`config.mk`:
```
export PLATFORM = sky130hd
export DESIGN_NAME = parallel_hv_memory_programmer
export DESIGN_NICKNAME = d
export VERILOG_FILES = /design/src/verilog/hv_prog_pkg.sv /design/src/verilog/parallel_hv_memory_programmer.sv
export VERILOG_INCLUDE_DIRS = /design/src /design/src/verilog
export SDC_FILE = /design/constraint.sdc
export NUM_CORES = 2
export LEC_CHECK = 0
export BUFFER_PORTS_ARGS = -buffer_cell sky130_fd_sc_hd__clkbuf_2
export CORE_ASPECT_RATIO = 1.75
export CORE_MARGIN = 1
export CORE_UTILIZATION = 45
export CTS_BUF_LIST = sky130_fd_sc_hd__clkbuf_8
export DETAILED_ROUTE_END_ITERATION = 10
export GPL_TIMING_DRIVEN = 0
export RECOVER_POWER = 50
export SLEW_MARGIN = 20
export SYNTH_ARGS = -nofsm -noshare
export SYNTH_HDL_FRONTEND = slang
export SYNTH_SLANG_ARGS = --single-unit
```
`constraint.sdc`:
```
create_clock -name clock -period 5.3 [get_ports clock]
set_input_delay 0.53 -clock clock [delete_from_list [all_inputs] [get_ports clock]]
set_output_delay 0.53 -clock clock [all_outputs]
set_load 0.05 [all_outputs]
```
`src/verilog/hv_prog_map.svh`:
```
// offsets, command codes, reset values and timing counts of the programming port
`ifndef HV_PROG_MAP_SVH
`define HV_PROG_MAP_SVH

`define CLK_PERIOD_NS 5
`define ENABLE_HOLD_NS 10000
`define ENABLE_HOLD_CYCLES ((`ENABLE_HOLD_NS + `CLK_PERIOD_NS - 1) / `CLK_PERIOD_NS)
`define PAGE_PROG_NS 3700000
`define PAGE_PROG_CYCLES ((`PAGE_PROG_NS + `CLK_PERIOD_NS - 1) / `CLK_PERIOD_NS)
`define CHIP_ERASE_NS 7500000
`define CHIP_ERASE_CYCLES ((`CHIP_ERASE_NS + `CLK_PERIOD_NS - 1) / `CLK_PERIOD_NS)

`define CMD_NOP 8'h00
`define CMD_CHIP_ERASE 8'h80
`define CMD_WRITE_FLASH 8'h10
`define CMD_WRITE_EEPROM 8'h11
`define CMD_READ_FLASH 8'h02
`define CMD_READ_EEPROM 8'h03

`define SEL_ADDRESS 2'h0
`define SEL_DATA 2'h1
`define SEL_COMMAND 2'h2

`define ENABLE_PATTERN 4'h0
`define FLASH_WORD_BITS 5
`define EE_BYTE_BITS 2
`define FLASH_ADDR_BITS 12
`define EE_ADDR_BITS 9
`define ERASED_WORD 16'hffff

`endif

```
`src/verilog/hv_prog_pkg.sv`:
```
// types shared by the programming port and its write queue
`default_nettype none
package hv_prog_pkg;
   typedef enum logic [2:0] {
      OP_FLASH_WORD,
      OP_EE_BYTE,
      OP_ERASE_FLASH,
      OP_ERASE_EE,
      OP_CLEAR_LOCK
   } nvm_kind_t;

   typedef struct packed {
      nvm_kind_t kind;
      logic [11:0] addr;
      logic [15:0] data;
   } nvm_op_t;

   typedef struct packed {
      logic hv;
      logic strobe;
      logic sel_high;
      logic sel_low;
      logic byte_sel;
      logic ext_sel;
      logic page_latch;
      logic write_n;
      logic oe_n;
      logic [7:0] data;
   } pin_in_t;
endpackage : hv_prog_pkg
`default_nettype wire

```
`src/verilog/parallel_hv_memory_programmer.sv`:
```
// parallel high-voltage programming port with its write queue
`default_nettype none
`include "hv_prog_map.svh"

module op_fifo #(
   parameter int WIDTH = 8,
   parameter int DEPTH = 32
) (
   input wire logic clock,
   input wire logic resetn,
   input wire logic in_valid,
   output logic in_ready,
   input wire logic [WIDTH-1:0] in_data,
   output logic out_valid,
   input wire logic out_ready,
   output logic [WIDTH-1:0] out_data
);
   localparam int AW = $clog2(DEPTH);
   logic [WIDTH-1:0] mem_r [DEPTH];
   logic [AW:0] wr_ptr_r;
   logic [AW:0] rd_ptr_r;
   wire logic full = (wr_ptr_r[AW] != rd_ptr_r[AW]) && (wr_ptr_r[AW-1:0] == rd_ptr_r[AW-1:0]);
   wire logic empty = (wr_ptr_r == rd_ptr_r);
   wire logic push = in_valid && !full;
   wire logic pop = out_ready && !empty;

   assign in_ready = !full;
   assign out_valid = !empty;
   assign out_data = mem_r[rd_ptr_r[AW-1:0]];

   always_ff @(posedge clock) begin
      if (push) begin
         mem_r[wr_ptr_r[AW-1:0]] <= in_data;
      end
   end

   always_ff @(posedge clock or negedge resetn) begin
      if (!resetn) begin
         wr_ptr_r <= '0;
         rd_ptr_r <= '0;
      end else begin
         if (push) wr_ptr_r <= wr_ptr_r + 1'b1;
         if (pop) rd_ptr_r <= rd_ptr_r + 1'b1;
      end
   end
endmodule : op_fifo

module parallel_hv_memory_programmer
   import hv_prog_pkg::*;
#(
   parameter int unsigned PAGE_PROG_CYCLES = `PAGE_PROG_CYCLES,
   parameter int unsigned CHIP_ERASE_CYCLES = `CHIP_ERASE_CYCLES,
   parameter int QUEUE_DEPTH = 32
) (
   input wire logic clock,
   input wire logic resetn,
   input wire logic high_voltage,
   input wire logic load_strobe,
   input wire logic load_select_high,
   input wire logic load_select_low,
   input wire logic low_high_byte_select,
   input wire logic extended_byte_select,
   input wire logic page_latch_strobe,
   input wire logic write_strobe_n,
   input wire logic output_enable_n,
   input wire logic [7:0] data_in,
   output logic [7:0] data_out,
   output logic data_oe,
   output logic ready_busy,
   output logic prog_mode,
   input wire logic eeprom_preserve_fuse,
   output logic [11:0] nvm_read_addr,
   output logic nvm_read_eeprom,
   input wire logic [15:0] nvm_read_data,
   output logic nvm_valid,
   input wire logic nvm_ready,
   output nvm_op_t nvm_op
);
   localparam int CNT_W = $clog2(CHIP_ERASE_CYCLES + 1);
   localparam int FW = `FLASH_WORD_BITS;
   localparam int EW = `EE_BYTE_BITS;
   localparam int FWORDS = 1 << FW;
   localparam int EBYTES = 1 << EW;
   localparam logic [12:0] HOLD_CYCLES = 13'(`ENABLE_HOLD_CYCLES);

   typedef enum {ST_IDLE, ST_PUSH_FLASH, ST_PUSH_EE, ST_PUSH_ERASE, ST_WAIT} wr_state_t;

   // pin synchroniser: the first stage is read only by the second
   pin_in_t pins;
   pin_in_t sync1_r;
   pin_in_t sync2_r;
   pin_in_t prev_r;
   assign pins = '{hv: high_voltage, strobe: load_strobe, sel_high: load_select_high,
                   sel_low: load_select_low, byte_sel: low_high_byte_select,
                   ext_sel: extended_byte_select, page_latch: page_latch_strobe,
                   write_n: write_strobe_n, oe_n: output_enable_n, data: data_in};

   always_ff @(posedge clock or negedge resetn) begin
      if (!resetn) begin
         sync1_r <= '0;
         sync2_r <= '0;
         prev_r <= '0;
      end else begin
         sync1_r <= pins;
         sync2_r <= sync1_r;
         prev_r <= sync2_r;
      end
   end

   // edges; prev starts at zero so reset never fakes a write fall
   wire logic strobe_rise = sync2_r.strobe && !prev_r.strobe;
   wire logic latch_rise = sync2_r.page_latch && !prev_r.page_latch;
   wire logic write_fall = prev_r.write_n && !sync2_r.write_n;
   wire logic hv_rise = sync2_r.hv && !prev_r.hv;
   wire logic [3:0] pattern = {sync2_r.page_latch, sync2_r.sel_high, sync2_r.sel_low,
                               sync2_r.byte_sel};
   wire logic [1:0] load_sel = {sync2_r.sel_high, sync2_r.sel_low};

   // mode entry
   logic prog_mode_r;
   logic holding_r;
   logic [12:0] hold_cnt_r;

   always_ff @(posedge clock or negedge resetn) begin
      if (!resetn) begin
         prog_mode_r <= 1'b0;
         holding_r <= 1'b0;
         hold_cnt_r <= '0;
      end else if (!sync2_r.hv) begin
         prog_mode_r <= 1'b0;
         holding_r <= 1'b0;
      end else if (hv_rise) begin
         holding_r <= (pattern == `ENABLE_PATTERN);
         hold_cnt_r <= HOLD_CYCLES;
      end else if (holding_r) begin
         if (pattern != `ENABLE_PATTERN) begin
            holding_r <= 1'b0;
         end else if (hold_cnt_r == 13'h1) begin
            holding_r <= 1'b0;
            prog_mode_r <= 1'b1;
         end else begin
            hold_cnt_r <= hold_cnt_r - 13'h1;
         end
      end
   end

   // load path; address persists until overwritten, command until overwritten or the mode ends
   logic [7:0] cmd_r;
   logic [7:0] addr_lo_r;
   logic [7:0] addr_hi_r;
   logic [7:0] data_lo_r;
   logic [7:0] data_hi_r;
   wire logic do_load = prog_mode_r && strobe_rise;
   wire logic [15:0] full_addr = {addr_hi_r, addr_lo_r};

   always_ff @(posedge clock or negedge resetn) begin
      if (!resetn) begin
         cmd_r <= `CMD_NOP;
         addr_lo_r <= '0;
         addr_hi_r <= '0;
         data_lo_r <= '0;
         data_hi_r <= '0;
      end else if (!prog_mode_r) begin
         cmd_r <= `CMD_NOP;
      end else if (do_load) begin
         if (load_sel == `SEL_ADDRESS && !sync2_r.byte_sel) addr_lo_r <= sync2_r.data;
         else if (load_sel == `SEL_ADDRESS) addr_hi_r <= sync2_r.data;
         else if (load_sel == `SEL_DATA && !sync2_r.byte_sel) data_lo_r <= sync2_r.data;
         else if (load_sel == `SEL_DATA) data_hi_r <= sync2_r.data;
         else if (load_sel == `SEL_COMMAND) cmd_r <= sync2_r.data;
      end
   end

   // page buffers; fresh entries read as erased so unlatched words stay blank
   logic [15:0] flash_buf_r [FWORDS];
   logic [7:0] ee_buf_r [EBYTES];
   logic buf_clear;
   wire logic do_latch = prog_mode_r && latch_rise;
   wire logic [FW-1:0] word_sel = full_addr[FW-1:0];
   wire logic [EW-1:0] ee_sel = full_addr[EW-1:0];

   genvar gi;
   generate
      for (gi = 0; gi < FWORDS; gi++) begin : g_flash_buf
         always_ff @(posedge clock or negedge resetn) begin
            if (!resetn) flash_buf_r[gi] <= `ERASED_WORD;
            else if (buf_clear) flash_buf_r[gi] <= `ERASED_WORD;
            else if (do_latch && cmd_r == `CMD_WRITE_FLASH && word_sel == FW'(gi))
               flash_buf_r[gi] <= {data_hi_r, data_lo_r};
         end
      end
      for (gi = 0; gi < EBYTES; gi++) begin : g_ee_buf
         always_ff @(posedge clock or negedge resetn) begin
            if (!resetn) ee_buf_r[gi] <= 8'hff;
            else if (buf_clear) ee_buf_r[gi] <= 8'hff;
            else if (do_latch && cmd_r == `CMD_WRITE_EEPROM && ee_sel == EW'(gi))
               ee_buf_r[gi] <= data_lo_r;
         end
      end
   endgenerate

   // write sequencer feeding the queue
   wr_state_t state_r;
   wr_state_t state_nxt;
   logic [FW-1:0] idx_r;
   logic [CNT_W-1:0] timer_r;
   logic busy_r;
   logic q_in_valid;
   logic q_in_ready;
   nvm_op_t q_in_op;
   logic q_out_valid;
   nvm_op_t q_out_op;
   wire logic q_out_ready = !nvm_valid || nvm_ready;

   wire logic start_flash = write_fall && cmd_r == `CMD_WRITE_FLASH;
   wire logic start_ee = write_fall && cmd_r == `CMD_WRITE_EEPROM && !sync2_r.byte_sel;
   wire logic start_erase = write_fall && cmd_r == `CMD_CHIP_ERASE;
   wire logic can_start = prog_mode_r && state_r == ST_IDLE;
   wire logic [11:0] page_base = {full_addr[11:FW], {FW{1'b0}}};
   wire logic [11:0] ee_base = {3'h0, full_addr[8:EW], {EW{1'b0}}};
   wire logic last_flash = idx_r == FW'(FWORDS - 1);
   wire logic last_ee = idx_r == FW'(EBYTES - 1);
   wire logic last_erase = idx_r == FW'(2);
   wire logic skip_ee_erase = state_r == ST_PUSH_ERASE && idx_r == FW'(1)
                              && eeprom_preserve_fuse;
   wire nvm_kind_t erase_kind = idx_r == FW'(0) ? OP_ERASE_FLASH
                              : idx_r == FW'(1) ? OP_ERASE_EE : OP_CLEAR_LOCK;

   assign q_in_valid = (state_r == ST_PUSH_FLASH || state_r == ST_PUSH_EE
                        || state_r == ST_PUSH_ERASE) && !skip_ee_erase;
   assign q_in_op.kind = state_r == ST_PUSH_FLASH ? OP_FLASH_WORD
                       : state_r == ST_PUSH_EE ? OP_EE_BYTE : erase_kind;
   assign q_in_op.addr = state_r == ST_PUSH_FLASH ? (page_base | 12'(idx_r))
                       : state_r == ST_PUSH_EE ? (ee_base | 12'(idx_r)) : 12'h0;
   assign q_in_op.data = state_r == ST_PUSH_FLASH ? flash_buf_r[idx_r]
                       : state_r == ST_PUSH_EE ? {8'h0, ee_buf_r[idx_r[EW-1:0]]} : 16'h0;
   wire logic step = q_in_ready || skip_ee_erase;
   wire logic done_wait = timer_r == '0 && !q_out_valid && !nvm_valid;
   assign buf_clear = state_r == ST_WAIT && done_wait || prog_mode_r && do_load
                      && load_sel == `SEL_COMMAND && sync2_r.data == `CMD_NOP;

   always_comb begin
      state_nxt = state_r;
      case (state_r)
         ST_IDLE: begin
            if (can_start && start_flash) state_nxt = ST_PUSH_FLASH;
            else if (can_start && start_ee) state_nxt = ST_PUSH_EE;
            else if (can_start && start_erase) state_nxt = ST_PUSH_ERASE;
         end
         ST_PUSH_FLASH: begin
            if (step && last_flash) state_nxt = ST_WAIT;
         end
         ST_PUSH_EE: begin
            if (step && last_ee) state_nxt = ST_WAIT;
         end
         ST_PUSH_ERASE: begin
            if (step && last_erase) state_nxt = ST_WAIT;
         end
         ST_WAIT: begin
            if (done_wait) state_nxt = ST_IDLE;
         end
         default: state_nxt = ST_IDLE;
      endcase
   end

   always_ff @(posedge clock or negedge resetn) begin
      if (!resetn) begin
         state_r <= ST_IDLE;
         idx_r <= '0;
      end else begin
         state_r <= state_nxt;
         if (state_nxt != state_r) idx_r <= '0;
         else if (step) idx_r <= idx_r + 1'b1;
      end
   end

   // busy holds for the programming time and until the queue has drained
   always_ff @(posedge clock or negedge resetn) begin
      if (!resetn) begin
         timer_r <= '0;
         busy_r <= 1'b0;
      end else if (can_start && (start_flash || start_ee)) begin
         timer_r <= CNT_W'(PAGE_PROG_CYCLES);
         busy_r <= 1'b1;
      end else if (can_start && start_erase) begin
         timer_r <= CNT_W'(CHIP_ERASE_CYCLES);
         busy_r <= 1'b1;
      end else begin
         if (timer_r != '0) timer_r <= timer_r - 1'b1;
         if (state_r == ST_WAIT && done_wait) busy_r <= 1'b0;
      end
   end

   op_fifo #(.WIDTH($bits(nvm_op_t)), .DEPTH(QUEUE_DEPTH)) u_queue (
      .clock(clock),
      .resetn(resetn),
      .in_valid(q_in_valid),
      .in_ready(q_in_ready),
      .in_data(q_in_op),
      .out_valid(q_out_valid),
      .out_ready(q_out_ready),
      .out_data(q_out_op)
   );

   // output stage so the memory port comes from flops
   always_ff @(posedge clock or negedge resetn) begin
      if (!resetn) begin
         nvm_valid <= 1'b0;
         nvm_op <= '0;
      end else if (q_out_ready) begin
         nvm_valid <= q_out_valid;
         nvm_op <= q_out_op;
      end
   end

   // read path; memory read data arrives on this clock in the same cycle as the address
   wire logic read_cmd = cmd_r == `CMD_READ_FLASH || cmd_r == `CMD_READ_EEPROM;
   wire logic [7:0] read_byte = (sync2_r.byte_sel && cmd_r == `CMD_READ_FLASH)
                              ? nvm_read_data[15:8] : nvm_read_data[7:0];

   always_ff @(posedge clock or negedge resetn) begin
      if (!resetn) begin
         nvm_read_addr <= '0;
         nvm_read_eeprom <= 1'b0;
         data_out <= '0;
         data_oe <= 1'b0;
         ready_busy <= 1'b1;
         prog_mode <= 1'b0;
      end else begin
         nvm_read_addr <= cmd_r == `CMD_READ_EEPROM ? {3'h0, full_addr[8:0]} : full_addr[11:0];
         nvm_read_eeprom <= cmd_r == `CMD_READ_EEPROM;
         data_out <= read_byte;
         data_oe <= prog_mode_r && !sync2_r.oe_n && read_cmd;
         ready_busy <= !(busy_r || state_nxt != ST_IDLE);
         prog_mode <= prog_mode_r;
      end
   end
endmodule : parallel_hv_memory_programmer
`default_nettype wire
```
==> flow_summary.ini <==
[sta]
worst_slew_pin_slew_ns = 5.19
post-route-period-util_pct = 97.2
max_freq_mhz = 194
slew_headroom_pct = -246
setup_viol = 0
rsz0062_at_grt = yes
finalSetupTns_ns = 0
drv_slew = 262
hold_viol = 0
fin_crit_ns = 5.15
fin_worst_skew_ns = 0.0541

[synthesis]
async_flop_share_pct = 43.3
synth_seq_area_share_pct = 66.9
synth_area_um2 = 73800
ys_ff_latch = 1750
synth_edf_count = 992
syn_inst = 4678
synth_flop_cell = edfxtp_1
yosysWarnings = 0
syn_area_per_cell_um2 = 15.8
ys_types = 73

[pwr]
p_int_mw = 21.6
swShare_pct = 30.2
clockPowerShare_pct = 35.4
pwr-share-seq_pct = 47.2
leakage_nw = 35.3
p_switching_mw = 9.35
combPwrFrac_pct = 17.3
ir_worst_vdd_v = 0.000235
p_per_area_nw_per_um2 = 366

[global_route]
grt_remaining_overflow = 0
track_usage_pct = 25.7
grt_max_degree = 94
grt_first_pass_wirelength_um = 305000
grt_antenna_before_repair = 4
grt_pass1_vias = 45600

[min_path]
holdCritPathClass = in -> async

[cells_and_area]
fin_cells = 7596
drive_above_1_share_pct = 30.2
final_cell_mix = 992 x edfxtp_1, 733 x mux2i_1, 653 x nand2_1
final_common_cell = edfxtp_1
syn2layout_area_growth_pct = 14.6
layout.nets = 5269

[setup_path]
end_kind = flop
r2r-start = idx_r[1]
crit_path_cell_trace = clkbuf_2 > clkbuf_2 > clkbuf_1 > inv_1 > ha_1 > nand3_1 > o2111a_1 > clkbuf_1 > nand2_1 > nor2_4 > buf_12
critical_path.top_delay_family = buffers and inverters
crit_fanout = 16
max_stage_delay_ns = 0.59
cp.required_ns = 5.89
crit_type = reg -> reg
cp-start-kind = flop
worst-path-buf-inv = 6
rrSetupSlack_ns = 0.15
worstRegToRegCells = 11
crit_path_top_delay_cell = nand2_1
worst_ep_arrival_time_ns = 5.74
r2r_end = u_queue.mem_r[18][11]

[clock_network]
numCtsBuffers = 270
worstSkewPairLatency_ns = 0.92
cts_buffer_depth = 4
cts_tree = done
cts_root_buf = clkbuf_8
cts_sinks = 1750
h-tree-depth = 5
clk_pin_slew_ns = 0.06

[floorplanning]
core_um2 = 163000
start_util_pct = 45.3
die_area_um2 = 166000
dieHeight_um = 538
rows = 196
ios = 93
die_w_um = 308

[place]
hpwl_um = 153000
port_buffers = 91
routabilityCongestion = 0.874
place_inst = 7044

[routing]
routed_wl_um = 211000
drt_iter0_drc = 2758
drtAntennaViolNets = 0
wl_per_cell_um = 27.8
viasPerCell = 5.59
drt_first_pass_iters = 8
num_vias = 42400
drc = 0

[run_status]
status = complete, but fails checks
violations = max-capacitance violations, max-slew violations

[run]
cap_violations = 3
worst register-to-register path: stages (launching register included):
cell and delay, ns:
dfrtp_1 0.55, clkbuf_2 0.46, clkbuf_2 0.52, clkbuf_1 0.58, inv_1 0.24, ha_1 0.29
nand3_1 0.12, o2111a_1 0.22, clkbuf_1 0.37, nand2_1 0.60, nor2_4 0.60, buf_12 0.25
worst max path at each step:
stage	start	endpoint	slack, ns	cells past startpoint
after floorplan	idx_r[1]	u_queue.mem_r[31][0]	1.05	10
after global placement	resetn	timer_r[3]	-14.76	1
after detailed placement	idx_r[1]	u_queue.mem_r[27][15]	-0.62	11
after CTS	idx_r[1]	u_queue.mem_r[30][20]	0.03	12
after global routing	idx_r[1]	u_queue.mem_r[9][11]	-0.02	11
final	idx_r[1]	u_queue.mem_r[18][11]	0.15	11
repair_timing:
item | in CTS | in global routing
endpoints found under the setup margin | 992 | 282
pin swaps | 0 | 16
hold endpoints to repair | 24 | 0
buffers inserted | 0 | 48
hold buffers | 32 | 0
resized for setup | 2 | 1
through the flow:
stage | setup WS [ns] | area, um2 | power [mW] | util, % | hold WS (ns)
6_report | 0.149 | 84600 | 31.0 | 52.0 | 0.0221
5_1_grt | -0.0191 | 84600 | 32.0 | 52.0 | 0.0669
4_1_cts | 0.0255 | 84300 | 31.3 | 51.8 | 0.0241
3_5_place_dp | -0.623 | 78900 | 20.3 | 48.5 | 0.338
3_3_place_gp | -14.76 | 77100 | 20.2 | 47.4 | 0.336
2_1_floorplan | 1.05 | 74000 | 18.1 | - | 0.234
Yosys cell counts (all sizes together) (4+ instances only):
library cell | number | share of area [%]
inv | 24 | 0.12
a22o | 9 | 0.11
a21oi | 81 | 0.55
nand2b | 11 | 0.093
ha | 14 | 0.24
xnor2 | 28 | 0.33
or2 | 4 | 0.034
mux2 | 99 | 1.5
o22ai | 72 | 0.61
a211o | 31 | 0.37
a211oi | 65 | 0.66
or4b | 4 | 0.054
and3 | 11 | 0.093
buf | 119 | 0.90
xor2 | 13 | 0.15
dfrtp | 213 | 7.2
nand4 | 13 | 0.15
and2 | 11 | 0.093
edfxtp | 992 | 40
mux2i | 733 | 9.9
mux4 | 292 | 8.9
nor3 | 15 | 0.15
nor4b | 7 | 0.11
nand3 | 50 | 0.34
o221ai | 62 | 0.74
nand3b | 9 | 0.091
nor2 | 106 | 0.84
nor3b | 4 | 0.041
or3 | 11 | 0.093
a21o | 7 | 0.071
nand2 | 660 | 3.4
dfstp | 545 | 19
clkbuf | 221 | 1.1
nor4 | 15 | 0.15
nor2b | 10 | 0.085
or4 | 9 | 0.097
o21ai | 79 | 0.54
cells by family (layout without fill, tap and decap cells):
| logic type | after synthesis | in the layout | share of synthesized area, % |
|---|---|---|---|
| other cells | 1 | 31 | 0.00508 |
| buf+inv | 364 | 1074 | 2.15 |
| xor+xnor | 41 | 41 | 0.486 |
| mux | 1124 | 1124 | 20.4 |
| compound gates | 428 | 428 | 3.87 |
| flops | 1750 | 1750 | 66.9 |
| simple gates | 956 | 956 | 5.95 |
| fa+ha+maj | 14 | 14 | 0.237 |
power by group through the flow:
stage / logic, mW / registers (mW) / clock network, mW
final: 5.37 / 14.6 / 11.0
after global placement: 5.36 / 14.9 / 0
after detailed placement: 5.44 / 14.9 / 0
after CTS: 5.47 / 14.6 / 11.2
after global routing: 5.63 / 14.6 / 11.8
after floorplan: 2.89 / 15.2 / 0
metal layers:
layer | track usage [%] | vias to the layer above | routed length, um
met2 | 50.1 | 1161 | 120000
met5 | 0 | - | 0
li1 | - | 18700 | -
met4 | 14.1 | 0 | 12400
met3 | 3.25 | 489 | 7750
met1 | 26.1 | 22100 | 71100
state kept, by name, indices dropped and copies added (netlist names), 8 cells and up:
signal,count
addr_lo_r,8
nvm_op,31
nvm_read_addr,12
cmd_r,8
timer_r,21
state_r,32
sync1_r,16
data_hi_r,8
data_lo_r,8
data_out,8
sync2_r,12
ee_buf_r,32
u_queue.mem_r,992
hold_cnt_r,13
flash_buf_r,512
final cells by class:
class,count,area [um2]
repair buffers,240,2440
multi-input cells,2592,23300
fillers,13600,78200
well taps,2178,2730
plain buffers,340,1520
clock buffers,303,4170
diodes,2,5.00
inverters,24,90.1
clock inverters,167,940
flip-flops and latches,1750,49400
Note: power is estimated with default switching activity, not from simulation.
